File: src/common/acmp_pkg.sv
// Package: register map, field layout and types of the comparator control
// Notes on behaviour
// Result bit is high when positive input exceeds negative, lagging two cycles.
// Mux enable with converter off routes channel select to the negative input.
// Bandgap select bit one puts the bandgap on the positive input.
// Flag sets when the synchronized result shows the selected edge type.
// Flag clears on vector acknowledge or a written one; zero does nothing.
// Interrupt requested only while enable bit and global enable are set.
// Mode codes: toggle, reserved, falling edge, rising edge.
// Software disables the interrupt before changing the mode field.
// Power off bit one switches the comparator off; zero restores it.
// Software disables the interrupt before changing the power off bit.
// Capture enable routes the result to the timer capture front end.
// Buffer off bit disables the pin buffer; the pin then reads zero.
// Software waits for the bandgap to settle before trusting results.
// Software keeps converter power reduction at zero to use the mux.
// Software also sets the timer capture interrupt enable for capture.
// Converter on means the shared mux is owned by the converter.
// Edges come from comparing current and previous samples each cycle.
`default_nettype none
package acmp_pkg;
	localparam int ADDR_W = 8;
	localparam logic [ADDR_W-1:0] OFS_CTRL_STATUS = 8'h30;
	localparam logic [ADDR_W-1:0] OFS_CONV_B = 8'h34;
	localparam logic [ADDR_W-1:0] OFS_INPUT_OFF = 8'h38;
	localparam logic [ADDR_W-1:0] OFS_IRQ_STATUS = 8'h3C;
	localparam logic [ADDR_W-1:0] OFS_IRQ_MASK = 8'h40;
	// Control and status field positions
	localparam int BIT_POWER_OFF = 7;
	localparam int BIT_BANDGAP = 6;
	localparam int BIT_RESULT = 5;
	localparam int BIT_FLAG = 4;
	localparam int BIT_IRQ_EN = 3;
	localparam int BIT_CAPTURE = 2;
	localparam int BIT_MODE_HI = 1;
	localparam int BIT_MODE_LO = 0;
	// Other registers
	localparam int BIT_MUX_NEG_EN = 6;
	localparam int BIT_NEG_BUF_OFF = 1;
	localparam int BIT_POS_BUF_OFF = 0;
	localparam int BIT_EVT = 0;
	// Values after reset
	localparam logic [7:0] RST_CTRL_STATUS = 8'h00;
	localparam logic [7:0] RST_CONV_B = 8'h00;
	localparam logic [7:0] RST_INPUT_OFF = 8'h00;
	localparam logic [7:0] RST_IRQ_MASK = 8'h01;
	localparam int SYNC_STAGES = 2;

	typedef enum logic [1:0] {
		MODE_TOGGLE,
		MODE_RESERVED,
		MODE_FALL,
		MODE_RISE
	} irq_mode_e;

	typedef struct packed {
		logic power_off;
		logic bandgap_pos;
		logic mux_neg;
		logic [2:0] neg_channel;
	} analog_sel_s;

	typedef struct packed {
		logic neg_off;
		logic pos_off;
	} buf_off_s;

	// Edge of the selected type between two samples
	function automatic logic edge_hit(irq_mode_e m, logic cur, logic prev);
		logic hit;
		hit = 1'b0;
		case (m)
			MODE_TOGGLE: hit = cur ^ prev;
			MODE_FALL: hit = prev & ~cur;
			MODE_RISE: hit = cur & ~prev;
			default: hit = 1'b0;
		endcase
		return hit;
	endfunction
endpackage
`default_nettype wire

File: src/acmp_sync.sv
// Two stage level synchronizer for pin and comparator inputs
`default_nettype none
module acmp_sync #(
	parameter int WIDTH = 3
) (
	input wire logic clk,
	input wire logic rst_b,
	input wire logic ce,
	input wire logic [WIDTH-1:0] async_in,
	output logic [WIDTH-1:0] sync_out
);
	import acmp_pkg::*;

	logic [WIDTH-1:0] meta_r;

	// First stage feeds only the second
	always_ff @(posedge clk or negedge rst_b)
	begin
		if (!rst_b)
		begin
			meta_r <= '0;
			sync_out <= '0;
		end
		else if (ce)
		begin
			meta_r <= async_in;
			sync_out <= meta_r;
		end
	end
endmodule
`default_nettype wire

File: src/analog_comparator_control.sv
// Comparator control: APB registers, input select, edge flag, interrupt
`default_nettype none
module analog_comparator_control (
	input wire logic clk,
	input wire logic rst_b,
	input wire logic ce,
	input wire logic psel,
	input wire logic penable,
	input wire logic pwrite,
	input wire logic [acmp_pkg::ADDR_W-1:0] paddr,
	input wire logic [31:0] pwdata,
	input wire logic [3:0] pstrb,
	output logic [31:0] prdata,
	output logic pready,
	output logic pslverr,
	input wire logic cmp_raw_in,
	input wire logic pos_pin_in,
	input wire logic neg_pin_in,
	input wire logic converter_on,
	input wire logic [2:0] channel_select,
	input wire logic global_irq_enable,
	input wire logic irq_vector_ack,
	output acmp_pkg::analog_sel_s analog_sel,
	output acmp_pkg::buf_off_s buf_off,
	output logic pos_pin_read,
	output logic neg_pin_read,
	output logic capture_trigger,
	output logic compare_irq
);
	import acmp_pkg::*;

	logic [2:0] sync_q;
	logic compare_result;
	logic pos_pin_sync;
	logic neg_pin_sync;
	logic prev_result_r;
	logic comparator_power_off_r;
	logic bandgap_positive_select_r;
	logic compare_event_flag_r;
	logic compare_irq_enable_r;
	logic capture_route_enable_r;
	irq_mode_e irq_mode_r;
	logic mux_negative_select_enable_r;
	buf_off_s buf_off_nxt;
	logic [7:0] irq_mask_r;
	logic setup;
	logic access;
	logic addr_hit;
	logic wr_lane0;
	logic wr_ctrl;
	logic wr_conv_b;
	logic wr_input_off;
	logic wr_status;
	logic wr_mask;
	logic edge_evt;
	logic flag_clear;
	logic [7:0] rd_byte;
	logic [7:0] ctrl_view;

	// Comparator output and pin levels cross into the clock domain
	acmp_sync #(
		.WIDTH(3)
	) u_sync (
		.clk(clk),
		.rst_b(rst_b),
		.ce(ce),
		.async_in({cmp_raw_in, pos_pin_in, neg_pin_in}),
		.sync_out(sync_q)
	);

	assign compare_result = sync_q[2];
	assign pos_pin_sync = sync_q[1];
	assign neg_pin_sync = sync_q[0];

	// Bus phases and write strobes
	assign setup = psel & ~penable;
	assign access = psel & penable & pready;
	assign wr_lane0 = access & pwrite & pstrb[0];
	assign wr_ctrl = wr_lane0 & (paddr == OFS_CTRL_STATUS);
	assign wr_conv_b = wr_lane0 & (paddr == OFS_CONV_B);
	assign wr_input_off = wr_lane0 & (paddr == OFS_INPUT_OFF);
	assign wr_status = wr_lane0 & (paddr == OFS_IRQ_STATUS);
	assign wr_mask = wr_lane0 & (paddr == OFS_IRQ_MASK);

	// Address decode of the five registers
	assign addr_hit = (paddr == OFS_CTRL_STATUS) |
		(paddr == OFS_CONV_B) |
		(paddr == OFS_INPUT_OFF) |
		(paddr == OFS_IRQ_STATUS) |
		(paddr == OFS_IRQ_MASK);

	// Live view of control and status
	assign ctrl_view = {comparator_power_off_r, bandgap_positive_select_r,
		compare_result, compare_event_flag_r, compare_irq_enable_r,
		capture_route_enable_r, irq_mode_r};

	// Read multiplexer, unmapped reads return zero
	always_comb
	begin
		rd_byte = 8'h00;
		case (paddr)
			OFS_CTRL_STATUS: rd_byte = ctrl_view;
			OFS_CONV_B: rd_byte[BIT_MUX_NEG_EN] = mux_negative_select_enable_r;
			OFS_INPUT_OFF: rd_byte = {6'h00, buf_off};
			OFS_IRQ_STATUS: rd_byte[BIT_EVT] = compare_event_flag_r;
			OFS_IRQ_MASK: rd_byte = irq_mask_r;
			default: rd_byte = 8'h00;
		endcase
	end

	// No wait state: ready follows setup, drops after access
	always_ff @(posedge clk or negedge rst_b)
	begin
		if (!rst_b)
			pready <= 1'b0;
		else if (ce)
		begin
			if (setup)
				pready <= 1'b1;
			else if (access)
				pready <= 1'b0;
		end
	end

	// Read data and error captured in setup, held through access
	always_ff @(posedge clk or negedge rst_b)
	begin
		if (!rst_b)
		begin
			prdata <= 32'h0000_0000;
			pslverr <= 1'b0;
		end
		else if (ce)
		begin
			if (setup)
			begin
				prdata <= pwrite ? 32'h0000_0000 : {24'h00_0000, rd_byte};
				pslverr <= ~addr_hit;
			end
			else if (access)
			begin
				prdata <= 32'h0000_0000;
				pslverr <= 1'b0;
			end
		end
	end

	// Control fields of the control and status register
	always_ff @(posedge clk or negedge rst_b)
	begin
		if (!rst_b)
		begin
			comparator_power_off_r <= RST_CTRL_STATUS[BIT_POWER_OFF];
			bandgap_positive_select_r <= RST_CTRL_STATUS[BIT_BANDGAP];
			compare_irq_enable_r <= RST_CTRL_STATUS[BIT_IRQ_EN];
			capture_route_enable_r <= RST_CTRL_STATUS[BIT_CAPTURE];
			irq_mode_r <= irq_mode_e'(RST_CTRL_STATUS[BIT_MODE_HI:BIT_MODE_LO]);
		end
		else if (ce && wr_ctrl)
		begin
			comparator_power_off_r <= pwdata[BIT_POWER_OFF];
			bandgap_positive_select_r <= pwdata[BIT_BANDGAP];
			compare_irq_enable_r <= pwdata[BIT_IRQ_EN];
			capture_route_enable_r <= pwdata[BIT_CAPTURE];
			irq_mode_r <= irq_mode_e'(pwdata[BIT_MODE_HI:BIT_MODE_LO]);
		end
	end

	// Mux enable, pin buffer disables and interrupt mask
	always_ff @(posedge clk or negedge rst_b)
	begin
		if (!rst_b)
		begin
			mux_negative_select_enable_r <= RST_CONV_B[BIT_MUX_NEG_EN];
			buf_off_nxt <= buf_off_s'(RST_INPUT_OFF[1:0]);
			irq_mask_r <= RST_IRQ_MASK;
		end
		else if (ce)
		begin
			if (wr_conv_b)
				mux_negative_select_enable_r <= pwdata[BIT_MUX_NEG_EN];
			if (wr_input_off)
			begin
				buf_off_nxt.neg_off <= pwdata[BIT_NEG_BUF_OFF];
				buf_off_nxt.pos_off <= pwdata[BIT_POS_BUF_OFF];
			end
			if (wr_mask)
				irq_mask_r <= {7'h00, pwdata[BIT_EVT]};
		end
	end

	// Previous sample for edge detection
	always_ff @(posedge clk or negedge rst_b)
	begin
		if (!rst_b)
			prev_result_r <= 1'b0;
		else if (ce)
			prev_result_r <= compare_result;
	end

	assign edge_evt = edge_hit(irq_mode_r, compare_result,
		prev_result_r);
	assign flag_clear = irq_vector_ack |
		(wr_ctrl & pwdata[BIT_FLAG]) |
		(wr_status & pwdata[BIT_EVT]);

	// Sticky flag; a new edge wins over a clear
	always_ff @(posedge clk or negedge rst_b)
	begin
		if (!rst_b)
			compare_event_flag_r <= RST_CTRL_STATUS[BIT_FLAG];
		else if (ce)
		begin
			if (edge_evt)
				compare_event_flag_r <= 1'b1;
			else if (flag_clear)
				compare_event_flag_r <= 1'b0;
		end
	end

	// Interrupt level gated by enable, global enable and mask
	always_ff @(posedge clk or negedge rst_b)
	begin
		if (!rst_b)
			compare_irq <= 1'b0;
		else if (ce)
			compare_irq <= compare_event_flag_r & compare_irq_enable_r &
				global_irq_enable & irq_mask_r[BIT_EVT];
	end

	// Analog selects, capture route and pin reads
	always_ff @(posedge clk or negedge rst_b)
	begin
		if (!rst_b)
		begin
			analog_sel <= '0;
			buf_off <= '0;
			capture_trigger <= 1'b0;
			pos_pin_read <= 1'b0;
			neg_pin_read <= 1'b0;
		end
		else if (ce)
		begin
			analog_sel.power_off <= comparator_power_off_r;
			analog_sel.bandgap_pos <= bandgap_positive_select_r;
			analog_sel.mux_neg <= mux_negative_select_enable_r &
				~converter_on;
			if (mux_negative_select_enable_r && !converter_on)
				analog_sel.neg_channel <= channel_select;
			buf_off <= buf_off_nxt;
			capture_trigger <= capture_route_enable_r &
				compare_result;
			pos_pin_read <= pos_pin_sync & ~buf_off_nxt.pos_off;
			neg_pin_read <= neg_pin_sync & ~buf_off_nxt.neg_off;
		end
	end

	// Result is the raw input two edges earlier
	a_result_lag: assert property (
		@(posedge clk) disable iff (!rst_b)
		($past(ce) && $past(ce, 2) && $past(rst_b) && $past(rst_b, 2))
		|-> compare_result == $past(cmp_raw_in, 2))
	else
		$error("result does not follow comparator by two cycles");

	// Negative input mux select
	a_neg_mux_sel: assert property (
		@(posedge clk) disable iff (!rst_b)
		ce |=> analog_sel.mux_neg ==
			$past(mux_negative_select_enable_r & ~converter_on))
	else
		$error("negative mux select wrong");

	// Channel tracks while mux serves the comparator
	a_neg_channel: assert property (
		@(posedge clk) disable iff (!rst_b)
		(ce && mux_negative_select_enable_r && !converter_on)
		|=> analog_sel.neg_channel == $past(channel_select))
	else
		$error("negative channel not taken");

	// Bandgap select reaches the analog side
	a_bandgap_sel: assert property (
		@(posedge clk) disable iff (!rst_b)
		(ce && wr_ctrl) ##1 ce
		|=> analog_sel.bandgap_pos == $past(pwdata[BIT_BANDGAP], 2))
	else
		$error("bandgap select not applied");

	// Selected edge sets the flag
	a_flag_on_edge: assert property (
		@(posedge clk) disable iff (!rst_b)
		(ce && edge_evt) |=> compare_event_flag_r)
	else
		$error("edge did not set flag");

	// Written one clears the flag without a new edge
	a_flag_w1c: assert property (
		@(posedge clk) disable iff (!rst_b)
		(ce && flag_clear && !edge_evt) |=> !compare_event_flag_r)
	else
		$error("flag not cleared");

	// Flag rises only on an edge
	a_flag_no_spur: assert property (
		@(posedge clk) disable iff (!rst_b)
		$rose(compare_event_flag_r) |-> $past(edge_evt) && $past(ce))
	else
		$error("flag set without edge");

	// Reserved mode never sets the flag
	a_reserved_quiet: assert property (
		@(posedge clk) disable iff (!rst_b)
		(ce && irq_mode_r == MODE_RESERVED && !compare_event_flag_r)
		|=> !compare_event_flag_r)
	else
		$error("reserved mode set flag");

	// Request needs flag, enable and global enable
	a_irq_gate: assert property (
		@(posedge clk) disable iff (!rst_b)
		compare_irq |-> $past(compare_irq_enable_r) &&
			$past(global_irq_enable) && $past(compare_event_flag_r))
	else
		$error("interrupt without enables");

	// Power off bit reaches the comparator
	a_power_off: assert property (
		@(posedge clk) disable iff (!rst_b)
		ce |=> analog_sel.power_off == $past(comparator_power_off_r))
	else
		$error("power off not applied");

	// Capture trigger stays low while the route is disabled
	a_capture_route: assert property (
		@(posedge clk) disable iff (!rst_b)
		(ce && !capture_route_enable_r) |=> !capture_trigger)
	else
		$error("capture driven while route disabled");

	// Disabled pin reads zero
	a_pin_read_zero: assert property (
		@(posedge clk) disable iff (!rst_b)
		(ce && (buf_off_nxt.pos_off || buf_off_nxt.neg_off))
		|=> !((buf_off.pos_off && pos_pin_read) ||
			(buf_off.neg_off && neg_pin_read)))
	else
		$error("disabled pin read nonzero");

	// Previous sample tracks the result
	a_prev_sample: assert property (
		@(posedge clk) disable iff (!rst_b)
		ce |=> prev_result_r == $past(compare_result))
	else
		$error("previous sample stale");

	// Ready one cycle after setup
	a_apb_ready: assert property (
		@(posedge clk) disable iff (!rst_b)
		(ce && setup) |=> pready)
	else
		$error("no ready after setup");
endmodule
`default_nettype wire

File: config.mk
export PLATFORM = sky130hd
export DESIGN_NAME = analog_comparator_control
export DESIGN_NICKNAME = d
export VERILOG_FILES = /design/src/common/acmp_pkg.sv /design/src/acmp_sync.sv /design/src/analog_comparator_control.sv
export SDC_FILE = /design/constraint.sdc
export NUM_CORES = 1
export LEC_CHECK = 0
export ABC_AREA = 1
export BUFFER_PORTS_ARGS = -buffer_cell sky130_fd_sc_hd__buf_2
export CAP_MARGIN = 10
export CORE_MARGIN = 5
export CORE_UTILIZATION = 45
export CTS_CLUSTER_SIZE = 25
export DETAILED_ROUTE_END_ITERATION = 10
export GPL_ROUTABILITY_DRIVEN = 0
export HOLD_SLACK_MARGIN = 0.06
export MAX_ROUTING_LAYER = met4
export PLACE_DENSITY = 0.79
export SYNTH_ARGS = -nofsm -noshare
export SYNTH_HDL_FRONTEND = slang
export SYNTH_SLANG_ARGS = --single-unit
File: constraint.sdc
create_clock -name clk -period 1.45 [get_ports clk]
set_clock_uncertainty 0.15 [all_clocks]
set_input_delay 0.0725 -clock clk [delete_from_list [all_inputs] [get_ports clk]]
set_output_delay 0.0725 -clock clk [all_outputs]
set_load 0.01 [all_outputs]
* Word-level counts from Yosys, hierarchy flattened *
Index checks and enable logic that the tools add are counted.

cells by class
  eq/ne operators = 7
  muxes and demuxes = 13
  bitwise gates (word level) = 35
  reductions and logical operators = 12

operator list
  cell                                            count
  two-way mux 32 bit                              2
  == test 8 x 6 -> 1 bit (second input constant)  4
  bitwise AND 1 bit                               21
  AND reduction 2 bit                             6
  case mux 5 bit (2 select lines)                 1
  == test 8 x 7 -> 1 bit (second input constant)  1
  two-way mux 8 bit                               1
  NOT 1 bit                                       7
  two-way mux 1 bit                               6
  bitwise OR 1 bit                                6
  == test 2 bit (second input constant)           2
  case mux 1 bit (4 select lines)                 1
  nonzero test 2 bit                              2
  case mux 1 bit (3 select lines)                 1
  logical AND 1 bit                               2
  logical NOT 2 bit                               1
  case mux 1 bit (2 select lines)                 1
  logical NOT 1 bit                               1
  bitwise XOR 1 bit                               1

word-level totals
  bits in registers = 64
  input port bits = 59
  output and inout bits = 46
  word-level logic and storage cells = 93

* Depth between registers and ports, before layout *
  depth in word-level cells = 10
  depth in mapped cells = 10
  depth with buffers taken out = 10

* By module *
A second synthesis with hierarchy kept.

unflattened totals
  cells, all modules = 239
  area total of the unflattened synthesis = 2,039.5 um^2

by module, submodules not included
  module                     times used  cells each  area an instance (um^2)  sequential area each (um^2)
  analog_comparator_control  1           214         1,818.0                  852.1
  acmp_sync                  1           25          221.5                    150.1

* Least setup slack after synthesis *
No wires, ideal clock.

  path type = register to register
  start point = register pready
  end point = register prdata[3]
  setup time = 121 ps
  arrival time = 1,056 ps
  data required time = 1,179 ps
  slack = 123 ps
  stages on the path, launching flop included = 5
  buffers on the path = 1
  clock period less this slack = 1,327 ps
  cells stage by stage = dfrtp_1 nand4_2 and2_4 buf_6 a22o_1

on the way
  longest elaborated chain between the ends = 3

ends and longest elaborated chain
  item                           RTL line                          RTL
  start, declared                analog_comparator_control.sv:14   output logic pready,
  start signal, assigned         analog_comparator_control.sv:115  pready <= 1'b0;
  start signal, assigned         analog_comparator_control.sv:119  pready <= 1'b1;
  start signal, assigned         analog_comparator_control.sv:121  pready <= 1'b0;
  bitwise AND 1 bit              analog_comparator_control.sv:77   assign access = psel & penable & pready;
  nonzero test 2 bit (no line)   --
  AND reduction 2 bit (no line)  --
  end signal, assigned           analog_comparator_control.sv:137  prdata <= pwrite ? 32'h0000_0000 : {24'h00_0000, rd_byte};
  end, declared                  analog_comparator_control.sv:13   output logic [31:0] prdata,

Every way passes these cells.
A chain may end at the register's enable or synchronous reset.

* Worst setup path after layout *
  start point = input port pwrite
  end point = register irq_mask_r[0]

on the way
  longest elaborated chain between the ends = 4

ends and longest elaborated chain
  item                            RTL line                          RTL
  start, declared                 analog_comparator_control.sv:9    input wire logic pwrite,
  bitwise AND 1 bit (2 in a row)  analog_comparator_control.sv:78   assign wr_lane0 = access & pwrite & pstrb[0];
  bitwise AND 1 bit               analog_comparator_control.sv:83   assign wr_mask = wr_lane0 & (paddr == OFS_IRQ_MASK);
  AND reduction 2 bit (no line)   --
  end signal, assigned            analog_comparator_control.sv:188  irq_mask_r <= {7'h00, pwdata[BIT_EVT]};
  end, declared                   analog_comparator_control.sv:45   logic [7:0] irq_mask_r;

Every way passes these cells.

==> impl.org <==
** Layout
- The repair_antennas step left the layout with diodes totalling 0.
- The filler cells instantiated in the layout total 390.
- Layout overhead on the synthesized area :: 28.3%
- Share of cells above drive strength 1 :: 25.9%
- At the end of the flow, the number of nets in the layout was 388.

** STA
- Final worst-path cycle share :: 96.9%
- Endpoints failing hold :: 0
- Slew Limit Fails :: 0
- Static timing analysis puts the maximum clock frequency at 0.712 GHz.
- Setup slack on the critical path of the routed design comes to 45.2 ps.
- Setup repair after global routing missed its margin :: false
- After layout, the minimum clock period comes to 1400 ps.
- Adding up every negative setup slack in the final design gives 0 ps.
- Setup violations remaining at the end of the flow were counted as 0.

** Logic synthesis
- The synthesized netlist devotes 8.39% of its cell area to compound gates.
- Yosys warnings :: 0
- Combinational family with the most area after synthesis :: simple AND/OR/NAND/NOR gates
- XOR/XNOR share of the synthesized area :: 0%
- In the synthesized netlist, mux cells make up 1.65% of the area.
- In this run the mean area of a mapped cell was 8.37 um2.
- After synthesis, the netlist uses 30 different library cells.
- The mapped netlist covers 2040 um2.
- After Yosys synthesis, full adders, half adders and majority gates account for 1.22% of the synthesized area.
- Number of register bits inferred by synthesis :: 40
- After Yosys synthesis, and, or, nand and nor cells account for 23.6% of the synthesized area.
- For this run, the register share of the synthesized area comes to 49.1%.
- Synthesis produced 244 cells.

** Die
- X dimension of the die :: 77.4 um
- The core region is 4380 um2.
- Total die area :: 5990 um2
- The initial utilization of the core area, before any placement, comes to 46.6%.
- Top Ports :: 105
- Die span in y :: 77.4 um
- FP Rows :: 24

** Worst hold path
- The tightest min-delay check is of the in2reg type.
- Counting instances, the worst hold path has a depth of 5.

** Routing
- Count of antenna-violating nets left after detailed routing :: 0
- After the first detailed-routing iteration, the DRC count stood at 85.
- Number of vias per cell :: 4.58
- The detailed router placed 1,739 vias in this run.
- Pre-Repair DR Iteration Count :: 4
- Aggregate routed wire length :: 4770 um
- Residual DRC :: 0
- Routed WL per cell :: 12.5 um

** CTS
- TritonCTS created 5 clock buffers.
- The later pin in the worst-skew pair is clocked with a latency of 290 ps.
- TritonCTS clock tree :: yes
- Number of clock sinks seen by CTS :: 40
- Once the clock tree was built, the setup fixing pass inserted 0 buffers.
- Counting along the longest clock path gives a buffer depth of 2.
- Clock tree root driver cell :: clkbuf_8
- The clock tree synthesis step divided the H-tree into 2 levels.
- Post-CTS clock slew at the launch and capture registers of the worst setup and hold paths :: 70 ps

** Global routing
- The via count of the first global-routing pass was 1,786.
- Initial antenna violation count :: 0
- Across every metal layer, demand over resource in global routing totals 17.1%.
- The first global-routing pass estimated 7990 um of wire.
- Summed over all layers, the global routing overflow is 0.
- Largest net degree at the start of global routing :: 25

** Power
- Highest ir drop seen on vdd :: 0.853 mV
- Areal power density over the cells :: 884 nW/um2
- In this run the static leakage power is 1.46 nW.

** Worst setup path
- Master of the slowest instance on the critical path :: dlygate4sd3_1
- Arrival @ worst endpoint :: 1470 ps
- Worst path cell trace :: dlygate4sd3_1 -> buf_2 -> nand2_1 -> nor2_4 -> buf_4 -> inv_1 -> nor2_1 -> nor2_1 -> a21oi_1
- The worst setup path is of the in2reg kind.
- Type of element launching the critical path :: input port
- R2r setup slk :: 80 ps
- Data on the critical path is required at its endpoint by 1520 ps.
- The most numerous cell type found on the critical path is nor2_1.
- Register-to-Register Path Depth :: 5
- Setup crit end kind :: flop
- Of all nets on the critical path, the largest fanout is 4.
- Stage delay of the slowest cell on the critical path :: 530 ps

** Placement
- Before CTS, the worst setup slack after placement is 102 ps.
- Input and output buffers added on the ports amount to 52.
- Final HPWL from detailed placement :: 3560 um

** Outcome
- Result of the run :: complete, no violations

** Flow run
- Max-cap violations in this run came to 0.
routing by layer:
layer / up-vias / routed length (um) / GRT usage, %
li1: 879 / - / -
met5: - / 0 / -
met3: 10 / 345 / 4.28
met1: 784 / 1960 / 19.4
met2: 66 / 2360 / 27.9
met4: 0 / 102 / 8.42
stage by stage:
step | util [%] | total power [mW] | area (um2) | hold WS [ps] | instances
after global placement | 52.8 | 1.52 | 2320 | -124 | 351
after global routing | 59.8 | 2.44 | 2620 | 73.2 | 380
after floorplan | - | 1.43 | 2130 | -373 | 267
after CTS | 59.7 | 2.34 | 2620 | 64.2 | 380
after detailed placement | 52.8 | 1.53 | 2320 | -121 | 351
final | 59.8 | 2.32 | 2620 | 68.2 | 380
what timing repair did:
action	in CTS	in global routing
hold buffers	21	0
hold endpoints to repair	63	0
endpoints found under the setup margin	0	1
resized for setup	0	1
cells in the final DEF (no fill, tap or decap), types with 2 or more instances in the layout:
cell / Yosys / routed
nand3_1: 10 / 10
mux2_2: 3 / 3
a21oi_2: 2 / 2
dfrtp_1: 39 / 39
o21ai_1: 9 / 9
buf_4: 25 / 8
clkbuf_8: 0 / 6
clkinv_2: 0 / 2
o21ai_0: 9 / 9
a22o_1: 4 / 4
nand2_1: 71 / 71
nor2_1: 21 / 20
ha_1: 2 / 2
buf_2: 1 / 52
nor2_2: 4 / 5
dlygate4sd3_1: 0 / 21
conb_1: 1 / 24
inv_1: 27 / 27
cell usage after synthesis:
cell | n | area [um2]
nand2_1 | 71 | 267
dfrtp_1 | 39 | 976
inv_1 | 27 | 101
buf_4 | 25 | 188
nor2_1 | 21 | 78.8
nand3_1 | 10 | 50.1
o21ai_0 | 9 | 45.0
o21ai_1 | 9 | 45.0
a22o_1 | 4 | 35.0
nor2_2 | 4 | 25.0
mux2_2 | 3 | 33.8
a21oi_2 | 2 | 17.5
buf_6 | 2 | 22.5
ha_1 | 2 | 25.0
a21oi_1 | 1 | 5.00
and2_4 | 1 | 8.76
buf_2 | 1 | 5.00
clkbuf_1 | 1 | 3.75
clkinv_1 | 1 | 3.75
conb_1 | 1 | 3.75
dfstp_2 | 1 | 26.3
nand2_2 | 1 | 6.26
nand3b_1 | 1 | 7.51
nand4_1 | 1 | 6.26
nand4_2 | 1 | 12.5
nor2_4 | 1 | 11.3
nor3_2 | 1 | 10.0
o211ai_1 | 1 | 7.51
o21bai_1 | 1 | 7.51
o32ai_1 | 1 | 8.76
final timing paths:
path | startpoint | to
min reg2reg | u_sync.sync_out[1]$_DFFE_PN0P_ | u_sync.sync_out[1]$_DFFE_PN0P_
max in group asynchronous | rst_b | irq_mask_r[0]$_DFFE_PN1P_
min | paddr[2] | prdata[6]$_DFFE_PN0P_
max | pwrite | irq_mask_r[0]$_DFFE_PN1P_
max reg2reg | u_sync.sync_out[2]$_DFFE_PN0P_ | compare_event_flag_r$_DFFE_PN0P_
min in group asynchronous | rst_b | analog_sel[2]$_DFFE_PN0P_
worst max-delay path: cells and delay by family:
| family | cells | cell delay, ps |
|---|---|---|
| AOI/OAI and AO/OA | 1 | 140 |
| and+or+nand+nor | 4 | 410 |
| buffers and inverters | 4 | 840 |
flip-flops by register name, summed over array words and instances (netlist names):
register and cells:
compare_event_flag_r 1, u_sync.sync_out 3, pslverr 1, irq_mode_r 2
prdata 8, prev_result_r 1, mux_negative_select_enable_r 1, compare_irq_enable_r 1
capture_route_enable_r 1, comparator_power_off_r 1, bandgap_positive_select_r 1, analog_sel 6
irq_mask_r 1, compare_irq 1, neg_pin_read 1, pready 1
buf_off 2, pos_pin_read 1, u_sync.meta_r 3, capture_trigger 1
buf_off_nxt 2
layout make-up:
cell class                 instances  area [um2]  share of cell area [%]
clock buffer                       6        82.6                    3.15
clock inverter                     2        10.0                   0.382
inverter                          28         105                    4.01
multi-input combinational        170         806                    30.7
sequential                        40        1000                    38.2
tap                               52        65.1                    2.48
timing repair buffer              82         551                    21.0
cells by family after synthesis:
family	count (synthesis)
flip-flops	40
multiplexers	3
adder cells (fa/ha/maj)	2
other	1
buffers and inverters	57
AND/OR/NAND/NOR	113
AO/OA/AOI/OAI	28
power by group:
part           switching, mW  leakage (nW)  internal, mW
Combinational          0.195         0.890         0.155
Sequential            0.0355         0.517          1.17
Clock                  0.381        0.0510         0.380
Total                  0.612          1.46          1.70
No activity file was read; power rests on OpenSTA's default activity.
